$ cat config.mk
export PLATFORM = sky130hd
export DESIGN_NAME = lsr_serial_port
export DESIGN_NICKNAME = d
export VERILOG_FILES = /design/src/lsr_pkg.sv /design/src/lsr_serial_port.sv
export VERILOG_INCLUDE_DIRS = /design/src
export SDC_FILE = /design/constraint.sdc
export NUM_CORES = 1
export LEC_CHECK = 0
export ABC_AREA = 1
export BUFFER_PORTS_ARGS = -buffer_cell sky130_fd_sc_hd__buf_4
export CAP_MARGIN = 5
export CORE_UTILIZATION = 65
export CTS_CLUSTER_SIZE = 40
export DETAILED_ROUTE_END_ITERATION = 12
export GPL_ROUTABILITY_DRIVEN = 0
export HOLD_SLACK_MARGIN = 0.05
export PLACE_DENSITY = 0.81
export SLEW_MARGIN = 20
export SYNTH_ARGS = -nofsm -noshare
export SYNTH_HDL_FRONTEND = slang
export SYNTH_SLANG_ARGS = --single-unit
$ cat constraint.sdc
create_clock -name clock -period 31.5 [get_ports clock]
set_clock_uncertainty 0.05 [all_clocks]
set_input_delay 3.15 -clock clock [delete_from_list [all_inputs] [get_ports clock]]
set_output_delay 3.15 -clock clock [all_outputs]
set_load 0.02 [all_outputs]
$ cat src/lsr_regs.svh
// Register offsets, writable masks, reset values and frame counts of the lens serial port
`ifndef LSR_REGS_SVH
`define LSR_REGS_SVH

`define LSR_ADDR_IRIS_PID_SHAPE 6'h02
`define LSR_ADDR_IRIS_PWM_CONFIG 6'h03
`define LSR_ADDR_HALL_DAC_LEVELS 6'h04
`define LSR_ADDR_HALL_AMP_TARGET_FILTER 6'h05
`define LSR_ADDR_PULSE_ONE_START 6'h06
`define LSR_ADDR_PULSE_ONE_WIDTH_ENABLE 6'h07
`define LSR_ADDR_PULSE_TWO_START 6'h08
`define LSR_ADDR_PULSE_TWO_WIDTH_ENABLE 6'h09
`define LSR_ADDR_IRIS_DIRECT_DUTY 6'h0a
`define LSR_ADDR_IRIS_MODE_CONTROL 6'h0b
`define LSR_ADDR_IRIS_FEEDBACK_RESULT 6'h0c
`define LSR_ADDR_IRIS_TARGET_SMOOTHING 6'h0e
`define LSR_ADDR_MICROSTEP_PWM_CONFIG 6'h20
`define LSR_ADDR_PULSE_PIN_TEST_SELECT 6'h21
`define LSR_ADDR_MOTOR_ONE_PHASE_WAIT 6'h22
`define LSR_ADDR_DRIVER_AB_PEAK_WIDTH 6'h23
`define LSR_ADDR_MOTOR_ONE_CONTROL 6'h24
`define LSR_ADDR_MOTOR_ONE_STEP_PERIOD 6'h25
`define LSR_ADDR_MOTOR_TWO_PHASE_WAIT 6'h27
`define LSR_ADDR_DRIVER_CD_PEAK_WIDTH 6'h28
`define LSR_ADDR_MOTOR_TWO_CONTROL 6'h29
`define LSR_ADDR_MOTOR_TWO_STEP_PERIOD 6'h2a

`define LSR_MASK_FULL 16'hffff
`define LSR_MASK_IRIS_PWM_CONFIG 16'h3fff
`define LSR_MASK_HALL_AMP_TARGET_FILTER 16'h1f3f
`define LSR_MASK_START 16'h03ff
`define LSR_MASK_PULSE_ONE_WIDTH_ENABLE 16'h8fff
`define LSR_MASK_PULSE_TWO_WIDTH_ENABLE 16'h803f
`define LSR_MASK_IRIS_DIRECT_DUTY 16'h07ff
`define LSR_MASK_IRIS_MODE_CONTROL 16'hff98
`define LSR_MASK_IRIS_TARGET_SMOOTHING 16'h1fff
`define LSR_MASK_MICROSTEP_PWM_CONFIG 16'h7fff
`define LSR_MASK_PULSE_PIN_TEST_SELECT 16'h009f
`define LSR_MASK_FOURTEEN 16'h3fff
`define LSR_MASK_NONE 16'h0000

`define LSR_RST_VAL 16'h0000

`define LSR_POS_RW 6
`define LSR_POS_ADDR 0
`define LSR_POS_DATA 8
`define LSR_POS_BYPASS 10
`define LSR_CNT_ADDR_LAST 5'h07
`define LSR_CNT_FRAME_LAST 5'h17

`endif

$ cat src/lsr_pkg.sv
// Types shared by the lens serial register port
package lsr_pkg;
  typedef logic [15:0] lsr_word_t;
  typedef struct packed {
    logic enable;
    logic [11:0] width;
    logic [9:0] start;
  } lsr_pulse_one_s;
  typedef struct packed {
    logic enable;
    logic [5:0] width;
    logic [9:0] start;
  } lsr_pulse_two_s;
  typedef struct packed {
    logic [1:0] sineDivision;
    logic led;
    logic enable;
    logic brake;
    logic direction;
    logic [7:0] stepCount;
  } lsr_motor_s;
endpackage

$ cat src/lsr_serial_port.sv
// Serial slave port and control register bank of the lens motor driver
//
// Contract
// - A frame is the interval with chip select high.
// - One data set is exactly 24 serial clock periods.
// - Input bits are sampled on serial clock rising edges while selected.
// - Read bits are driven in step with serial clock rising edges.
// - Output released when deselected; drives zero when selected except readout.
// - Bit counter and shift state held cleared while chip select is low.
// - Bits 0-5 address LSB first, 6 read/write, 7 spare, 8-23 data.
// - Read/write bit zero writes, one reads; spare bit ignored.
// - Write data lands in the addressed register when the next set completes or the frame closes.
// - Write frame of 23 or fewer clocks changes no register.
// - Longer write frames write once per complete 24-bit set.
// - Trailing incomplete set is dropped, earlier sets stay written.
// - Read frame shifts the addressed 16-bit value out LSB first.
// - Data bits sent by the host during a read are ignored.
// - Reset pin low clears the serial logic and the whole bank.
// - Address 0Ch is read only, bits 9:0 show iris feedback result.
// - Pulse registers: bit 15 enable, 12 or 6 bit width, 10 bit start.
// - Motor control: division 13:12, LED 11, enable 10, brake 9, dir 8, steps 7:0.
// - Bit 10 of 0Ah bypasses iris loop with duty from bits 9:0.
`timescale 1ns/1ns
`default_nettype none
`include "lsr_regs.svh"

module lsr_serial_port (
  input wire logic clock, // System clock, 100 MHz
  input wire logic rst, // Asynchronous reset, active high
  input wire logic reset_in_n, // Reset pin, active low
  input wire logic chip_select_in, // Chip select pin, active high
  input wire logic serial_clock_in, // Serial clock pin
  input wire logic serial_data_in, // Serial data pin
  output logic serial_data_out, // Serial data output level
  output logic serial_data_out_en, // Serial data output enable
  input wire logic [9:0] irisFeedback, // Latest iris conversion result
  input wire logic [9:0] irisLoopDuty, // Duty from the iris control loop
  output logic [9:0] irisDuty, // Duty applied to the iris output
  output lsr_pkg::lsr_pulse_one_s pulseOne, // Pulse one settings
  output lsr_pkg::lsr_pulse_two_s pulseTwo, // Pulse two settings
  output lsr_pkg::lsr_motor_s motorOne, // Motor one control
  output lsr_pkg::lsr_motor_s motorTwo // Motor two control
);

  // Pin synchronisers
  logic csS1_q, csS2_q, csD_q;
  logic sckS1_q, sckS2_q, sckD_q;
  logic sdiS1_q, sdiS2_q;
  logic rstnS1_q, rstnS2_q;

  always_ff @(posedge clock or posedge rst) begin
    if (rst) begin
      csS1_q <= 1'b0;
      csS2_q <= 1'b0;
      csD_q <= 1'b0;
      sckS1_q <= 1'b0;
      sckS2_q <= 1'b0;
      sckD_q <= 1'b0;
      sdiS1_q <= 1'b0;
      sdiS2_q <= 1'b0;
      rstnS1_q <= 1'b0;
      rstnS2_q <= 1'b0;
    end else begin
      csS1_q <= chip_select_in;
      csS2_q <= csS1_q;
      csD_q <= csS2_q;
      sckS1_q <= serial_clock_in;
      sckS2_q <= sckS1_q;
      sckD_q <= sckS2_q;
      sdiS1_q <= serial_data_in;
      sdiS2_q <= sdiS1_q;
      rstnS1_q <= reset_in_n;
      rstnS2_q <= rstnS1_q;
    end
  end

  wire logic bankClr = ~rstnS2_q;
  wire logic frameOn = csS2_q & rstnS2_q;
  wire logic csFall = csD_q & ~csS2_q;
  wire logic sckRise = frameOn & sckS2_q & ~sckD_q;

  // Frame state
  logic [4:0] bitCnt_q;
  logic [23:0] shiftIn_q;
  logic [23:0] pend_q;
  logic pendValid_q;
  logic [15:0] outShift_q;
  logic readActive_q;
  logic sdoOe_q;

  wire logic [23:0] newShift = {sdiS2_q, shiftIn_q[23:1]};
  wire logic addrDone = sckRise && (bitCnt_q == `LSR_CNT_ADDR_LAST);
  wire logic setDone = sckRise && (bitCnt_q == `LSR_CNT_FRAME_LAST);
  wire logic [5:0] headAddr = newShift[21:16];
  wire logic headRead = newShift[22];
  wire logic setIsWrite = ~newShift[`LSR_POS_RW];
  wire logic readLoad = addrDone && headRead;

  // Bank write port
  wire logic wrEn = pendValid_q && (setDone || csFall);
  wire logic [5:0] wrAddr = pend_q[`LSR_POS_ADDR +: 6];
  wire logic [15:0] wrData = pend_q[`LSR_POS_DATA +: 16];

  always_ff @(posedge clock or posedge rst) begin
    if (rst) begin
      bitCnt_q <= 5'h00;
      shiftIn_q <= 24'h000000;
    end else if (!frameOn) begin
      bitCnt_q <= 5'h00;
      shiftIn_q <= 24'h000000;
    end else if (sckRise) begin
      bitCnt_q <= setDone ? 5'h00 : bitCnt_q + 5'h01;
      shiftIn_q <= newShift;
    end
  end

  // Holds the last complete write set until the frame closes or another arrives
  always_ff @(posedge clock or posedge rst) begin
    if (rst) begin
      pend_q <= 24'h000000;
      pendValid_q <= 1'b0;
    end else if (!frameOn) begin
      pendValid_q <= 1'b0;
    end else if (setDone) begin
      pend_q <= newShift;
      pendValid_q <= setIsWrite;
    end
  end

  // Register bank
  logic [15:0] bank_q [0:63];

  function automatic logic [15:0] wrMask(input logic [5:0] a);
    case (a)
      `LSR_ADDR_IRIS_PID_SHAPE: wrMask = `LSR_MASK_FULL;
      `LSR_ADDR_IRIS_PWM_CONFIG: wrMask = `LSR_MASK_IRIS_PWM_CONFIG;
      `LSR_ADDR_HALL_DAC_LEVELS: wrMask = `LSR_MASK_FULL;
      `LSR_ADDR_HALL_AMP_TARGET_FILTER: wrMask = `LSR_MASK_HALL_AMP_TARGET_FILTER;
      `LSR_ADDR_PULSE_ONE_START: wrMask = `LSR_MASK_START;
      `LSR_ADDR_PULSE_ONE_WIDTH_ENABLE: wrMask = `LSR_MASK_PULSE_ONE_WIDTH_ENABLE;
      `LSR_ADDR_PULSE_TWO_START: wrMask = `LSR_MASK_START;
      `LSR_ADDR_PULSE_TWO_WIDTH_ENABLE: wrMask = `LSR_MASK_PULSE_TWO_WIDTH_ENABLE;
      `LSR_ADDR_IRIS_DIRECT_DUTY: wrMask = `LSR_MASK_IRIS_DIRECT_DUTY;
      `LSR_ADDR_IRIS_MODE_CONTROL: wrMask = `LSR_MASK_IRIS_MODE_CONTROL;
      `LSR_ADDR_IRIS_TARGET_SMOOTHING: wrMask = `LSR_MASK_IRIS_TARGET_SMOOTHING;
      `LSR_ADDR_MICROSTEP_PWM_CONFIG: wrMask = `LSR_MASK_MICROSTEP_PWM_CONFIG;
      `LSR_ADDR_PULSE_PIN_TEST_SELECT: wrMask = `LSR_MASK_PULSE_PIN_TEST_SELECT;
      `LSR_ADDR_MOTOR_ONE_PHASE_WAIT: wrMask = `LSR_MASK_FOURTEEN;
      `LSR_ADDR_DRIVER_AB_PEAK_WIDTH: wrMask = `LSR_MASK_FULL;
      `LSR_ADDR_MOTOR_ONE_CONTROL: wrMask = `LSR_MASK_FOURTEEN;
      `LSR_ADDR_MOTOR_ONE_STEP_PERIOD: wrMask = `LSR_MASK_FULL;
      `LSR_ADDR_MOTOR_TWO_PHASE_WAIT: wrMask = `LSR_MASK_FOURTEEN;
      `LSR_ADDR_DRIVER_CD_PEAK_WIDTH: wrMask = `LSR_MASK_FULL;
      `LSR_ADDR_MOTOR_TWO_CONTROL: wrMask = `LSR_MASK_FOURTEEN;
      `LSR_ADDR_MOTOR_TWO_STEP_PERIOD: wrMask = `LSR_MASK_FULL;
      default: wrMask = `LSR_MASK_NONE;
    endcase
  endfunction

  genvar gi;
  generate
    for (gi = 0; gi < 64; gi++) begin : gBank
      localparam logic [5:0] IDX = 6'(gi);
      always_ff @(posedge clock or posedge rst) begin
        if (rst) begin
          bank_q[gi] <= `LSR_RST_VAL;
        end else if (bankClr) begin
          bank_q[gi] <= `LSR_RST_VAL;
        end else if (wrEn && wrAddr == IDX) begin
          bank_q[gi] <= wrData & wrMask(IDX);
        end
      end
    end
  endgenerate

  // Read selection
  wire logic isFeedback = headAddr == `LSR_ADDR_IRIS_FEEDBACK_RESULT;
  wire logic [15:0] bankWord = bank_q[headAddr] & wrMask(headAddr);
  wire logic [15:0] rdData = isFeedback ? {6'h00, irisFeedback} : bankWord;

  always_ff @(posedge clock or posedge rst) begin
    if (rst) begin
      outShift_q <= 16'h0000;
      readActive_q <= 1'b0;
      sdoOe_q <= 1'b0;
    end else begin
      sdoOe_q <= frameOn;
      if (!frameOn) begin
        outShift_q <= 16'h0000;
        readActive_q <= 1'b0;
      end else if (readLoad) begin
        outShift_q <= rdData;
        readActive_q <= 1'b1;
      end else if (sckRise) begin
        outShift_q <= {1'b0, outShift_q[15:1]};
        if (setDone) begin
          readActive_q <= 1'b0;
        end
      end
    end
  end

  assign serial_data_out = readActive_q & outShift_q[0];
  assign serial_data_out_en = sdoOe_q;

  // Field views of the bank
  wire logic [15:0] p1Start = bank_q[`LSR_ADDR_PULSE_ONE_START];
  wire logic [15:0] p1Width = bank_q[`LSR_ADDR_PULSE_ONE_WIDTH_ENABLE];
  wire logic [15:0] p2Start = bank_q[`LSR_ADDR_PULSE_TWO_START];
  wire logic [15:0] p2Width = bank_q[`LSR_ADDR_PULSE_TWO_WIDTH_ENABLE];
  wire logic [15:0] m1Ctl = bank_q[`LSR_ADDR_MOTOR_ONE_CONTROL];
  wire logic [15:0] m2Ctl = bank_q[`LSR_ADDR_MOTOR_TWO_CONTROL];
  wire logic [15:0] dutyReg = bank_q[`LSR_ADDR_IRIS_DIRECT_DUTY];
  wire logic bypass = dutyReg[`LSR_POS_BYPASS];

  assign pulseOne = '{enable: p1Width[15], width: p1Width[11:0], start: p1Start[9:0]};
  assign pulseTwo = '{enable: p2Width[15], width: p2Width[5:0], start: p2Start[9:0]};
  assign motorOne = '{sineDivision: m1Ctl[13:12], led: m1Ctl[11], enable: m1Ctl[10],
                      brake: m1Ctl[9], direction: m1Ctl[8], stepCount: m1Ctl[7:0]};
  assign motorTwo = '{sineDivision: m2Ctl[13:12], led: m2Ctl[11], enable: m2Ctl[10],
                      brake: m2Ctl[9], direction: m2Ctl[8], stepCount: m2Ctl[7:0]};
  assign irisDuty = bypass ? dutyReg[9:0] : irisLoopDuty;

  // Checks
  sdo_release_a: assert property (@(posedge clock) disable iff (rst)
    !csS2_q |=> !serial_data_out_en) else $error("output not released");
  write_zero_a: assert property (@(posedge clock) disable iff (rst)
    !readActive_q |-> !serial_data_out) else $error("output not zero outside readout");
  cnt_hold_a: assert property (@(posedge clock) disable iff (rst)
    !frameOn |=> bitCnt_q == 5'h00 && !readActive_q) else $error("counter not held");
  cnt_step_a: assert property (@(posedge clock) disable iff (rst)
    sckRise && bitCnt_q != `LSR_CNT_FRAME_LAST |=> bitCnt_q == $past(bitCnt_q) + 5'h01)
    else $error("bit counter did not step");
  close_commit_a: assert property (@(posedge clock) disable iff (rst)
    csFall && pendValid_q |=> bank_q[$past(wrAddr)] == ($past(wrData) & wrMask($past(wrAddr))))
    else $error("write not committed at close");
  short_frame_a: assert property (@(posedge clock) disable iff (rst)
    wrEn |-> pendValid_q && $past(csS2_q, 2)) else $error("write without complete set");
  chain_write_a: assert property (@(posedge clock) disable iff (rst)
    setDone && pendValid_q |-> wrEn) else $error("continuous set lost");
  read_nowrite_a: assert property (@(posedge clock) disable iff (rst)
    setDone && !setIsWrite |=> !pendValid_q) else $error("read set queued as write");
  lsb_first_a: assert property (@(posedge clock) disable iff (rst)
    readLoad |=> serial_data_out == $past(rdData[0]) ##1 readActive_q)
    else $error("read data not LSB first");
  feed_read_a: assert property (@(posedge clock) disable iff (rst)
    readLoad && isFeedback |=> outShift_q == {6'h00, $past(irisFeedback)})
    else $error("feedback register misread");
  bank_clear_a: assert property (@(posedge clock) disable iff (rst)
    bankClr |=> motorOne == '0 && pulseOne == '0) else $error("bank not cleared");
  duty_bypass_a: assert property (@(posedge clock) disable iff (rst)
    $rose(bypass) |-> irisDuty == dutyReg[9:0]) else $error("bypass duty wrong");
  loop_duty_a: assert property (@(posedge clock) disable iff (rst)
    !bypass |-> irisDuty == irisLoopDuty)
    else $error("loop duty not passed through");
  bit_sample_a: assert property (@(posedge clock) disable iff (rst)
    sckRise |=> shiftIn_q[23] == $past(sdiS2_q))
    else $error("serial bit not sampled");
  read_start_a: assert property (@(posedge clock) disable iff (rst)
    readLoad |=> readActive_q)
    else $error("readout not started after address");
  read_end_a: assert property (@(posedge clock) disable iff (rst)
    setDone && readActive_q && !readLoad |=> !readActive_q)
    else $error("readout ran past its set");
  read_shift_a: assert property (@(posedge clock) disable iff (rst)
    sckRise && readActive_q && frameOn |=> outShift_q == {1'b0, $past(outShift_q[15:1])})
    else $error("read bit not advanced");
  pend_drop_a: assert property (@(posedge clock) disable iff (rst)
    !frameOn |=> !pendValid_q)
    else $error("partial set kept after close");
  ro_feedback_a: assert property (@(posedge clock) disable iff (rst)
    bank_q[`LSR_ADDR_IRIS_FEEDBACK_RESULT] == 16'h0000)
    else $error("read only address written");
  unmapped_zero_a: assert property (@(posedge clock) disable iff (rst)
    bank_q[6'h01] == 16'h0000 && bank_q[6'h3f] == 16'h0000)
    else $error("unmapped address holds data");
  pin_reset_a: assert property (@(posedge clock) disable iff (rst)
    bankClr |=> bitCnt_q == 5'h00 && !pendValid_q)
    else $error("serial logic not cleared by pin");
  motor_two_a: assert property (@(posedge clock) disable iff (rst)
    bankClr |=> motorTwo == '0 && pulseTwo == '0)
    else $error("second bank fields not cleared");

endmodule // lsr_serial_port

`default_nettype wire

==> results.md <==
- Fin crit share: 21.41%
- Core ar.: 25910 um^2
- CP max FO: 1
- Top cell type's share of synthesized area: 51.47%
- Die Wd: ~160 um
- Die H: roughly 160 um
- Startpoint Class: primary input
- Worst-Skew Late Latency: 0.54 ns
- Vias in the first global route: 14480
- Detailed Place HPWL: 33.62 mm
- Number of clock buffers inserted by TritonCTS: 38
- Top Ports: 106
- PostCTS Resize Cnt: 0
- Setup TNS Final: 0 ns
- # nets final: ~2200
- Max_cap viols: 0
- Critical path required time: 28.30 ns
- Die area: 26980 um^2
- Fin. Hold Viols: 0
- Clock-pin slew on the worst setup and hold paths: ~0.060 ns
- Flops & latches, synth: between 300 and 400
- Total global routing overflow: 0
- Avg WL per Cell: 20.56 um
- Min Tclk post-route: 6.746 ns
- Worst slew pin tran: 1.206 ns
- Metal3 WL: 6.789 mm
- Share of cells above drive strength 1: 10.13%
- Primary FF master, synth: dfrtp_1
- Flip-flop and latch area: 8811 um^2
- Sequential fraction of the synthesis area: 51.47%
- Area of the multi-input gates: approximately 6600 um^2
- CTS H-tree lvls: 2
- IR drop worst, VDD: 0.04649 mV
- Post-DR vias/cell: 6.060
- Arr. time, crit path: 3.55 ns
- Routed Antenna Nets: 0
- Initial antenna violation count: 1
- Cell chain of the critical path: buf_4 > nand2_1 > o21ai_0 > buf_4
- First-pass GRT wire length: about 81 mm
- Commonest cells post-synth: nand2_1, dfrtp_1, o21ai_0, inv_1, nor2_1
- CP Buf/Inv Count: 2
- Pleak: 9.001 nW
- Area grow syn2layout: 9.430%
- Final max-slew violation count: 0
- Post-Synthesis Cells: 2199
- Pwr dens: 50.05 nW/um^2
- Overall Power: 937.5 uW
- RSZ-0062 raised after global routing: no
- ANT cells: 0
- Fill count: between 1500 and 2000
- Kind of critical path: in2out
- Post-CTS setup buffers: 0
- Final Setup Violations: 0
- Router iterations before antenna repair: 6
- Number of port buffers: 105
- Synth unique cells: 33
- CTS Hold Buffers Added: 0
- Metal2 WL: approximately 22 mm
- Clock tree buffer depth: 3
- Hold WS: 0.2936 ns
- Crit path largest cell delay: about 0.17 ns
- Top cell by count, worst path: buf_4
- CTS tree: done
- Number of synthesized flops with an enable pin: 0
- Remaining DRCs: 0
- Synth Cell Area: 17120 um^2
- Synth area leaders: dfrtp_1, nand2_1, o21ai_0, inv_1, buf_4
- Most instantiated library cell after synthesis: nand2_1
- CP endpoint kind: output port
- Drt initial violations: 2498
- Status: finished, final reports clean
- Crit-path slowest cell: buf_4
- Synth area leader: dfrtp_1
- Initial core utilization: roughly two thirds
- Largest net degree at the start of global routing: ~160
- WL met1: 19.67 mm
- Final Routed Wirelength: 52.16 mm
- Via count: 15370
- Highest Signal Layer: met4
- Clock sinks: 352
- Delay-heaviest family, CP: buffers and inverters
- Fmax: between 0.1 and 0.15 GHz
- Syn Area/Cell: 7.783 um^2
- # rows: 59
- Tot GR Track Use: 40.02%
- Max_slew headroom: 19.51%
- Root buf cell: clkbuf_16
- Post-synth net total: 2235
- Hold Crit Class: reg2reg
- Yosys warnings: 0
- Async set-reset flop share out of synthesis: between 90% and 100%
==> stage by stage <==
step | instances | setup slack [ns] | instance area (um^2) | utilization (%)
CTS | 2537 | 24.75 | 18730 | 72.28
global placement | 2471 | 24.76 | 17470 | 67.43
finish | 2537 | 24.75 | 18730 | 72.28
floorplan | 2199 | 18.54 | 17120 | -
global route | 2537 | 24.74 | 18730 | 72.28
detailed placement | 2471 | 24.75 | 17470 | 67.43
==> logic make-up (layout without fill, tap and decap cells) <==
| kind of cell | after synthesis | after routing | synth area share (%) |
|---|---|---|---|
| simple gates | 989 | 989 | 23.06 |
| buf+inv | 378 | 381 | 10.22 |
| xor+xnor | 1 | 1 | 0.05118 |
| compound gates | 469 | 469 | 14.47 |
| fa+ha+maj | 10 | 10 | 0.7310 |
| flops | 352 | 352 | 51.47 |
==> layout make-up <==
type | instances | area share, %
well taps | 335 | 2.238
repair buffers | 127 | 5.157
multi-input cells | 1469 | 35.04
flip-flops and latches | 352 | 47.04
inverters | 188 | 3.808
clock buffers | 52 | 5.739
clock inverters | 14 | 0.9753
==> routing by layer <==
layer | vias to the layer above | global-route usage [%]
li1 | 6932 | -
met1 | 7179 | 54.99
met2 | 1035 | 56.64
met3 | 228 | 10.53
met4 | 0 | 24.75
met5 | - | 0
==> flip-flops by register name, summed over array words and instances (netlist names), 5 cells and up <==
name and flops:
pend_q 22, shiftIn_q 23, p1Start 10, dutyReg 11
p2Start 10, bitCnt_q 5, m1Ctl 14, outShift_q 16
m2Ctl 14, p1Width 13, bank_q 194, p2Width 7
==> placed cells by master (no fill, tap or decap), types with 3 or more instances in the layout <==
cell / netlist / layout
clkbuf_8: 0 / 5
clkbuf_16: 0 / 39
dfrtp_1: 352 / 350
clkinv_1: 5 / 6
o21ai_0: 265 / 265
o22ai_1: 29 / 29
ha_1: 10 / 10
nand2_2: 5 / 5
nand4_1: 11 / 11
o21ai_1: 98 / 98
nor2_2: 3 / 5
buf_4: 70 / 126
bufinv_16: 0 / 4
inv_2: 11 / 12
o211ai_1: 28 / 28
nand3_2: 3 / 3
nor2_1: 101 / 99
nor3_1: 7 / 7
a21oi_1: 38 / 38
clkinv_2: 0 / 7
nand3_1: 99 / 99
clkbuf_1: 68 / 8
a31oi_1: 6 / 6
or2_2: 7 / 7
nand2_1: 750 / 750
inv_1: 172 / 169
==> worst paths after layout <==
path | endpoint | start | slack [ns] | cells past startpoint
worst max-delay path | irisDuty[6] | irisLoopDuty[6] | 24.75 | 4
worst min-delay path | rstnS2_q | rstnS1_q | 0.29 | 0
worst max register to register | dutyReg[4] | rstnS2_q | 26.74 | 9
worst min register to register | rstnS2_q | rstnS1_q | 0.29 | 0
max in group asynchronous | shiftIn_q[17] | rst | 27.21 | 3
min in group asynchronous | p1Width[2] | rst | 2.70 | 2
==> power by group <==
| group | leakage [nW] | switching [mW] | internal (mW) | total, mW |
|---|---|---|---|---|
| clock | 0.621 | 0.183 | 0.272 | 0.455 |
| combinational | 3.49 | 0.0243 | 0.00489 | 0.0292 |
| sequential | 4.89 | 0.000299 | 0.453 | 0.453 |
Power figures use the tool's default switching activity.
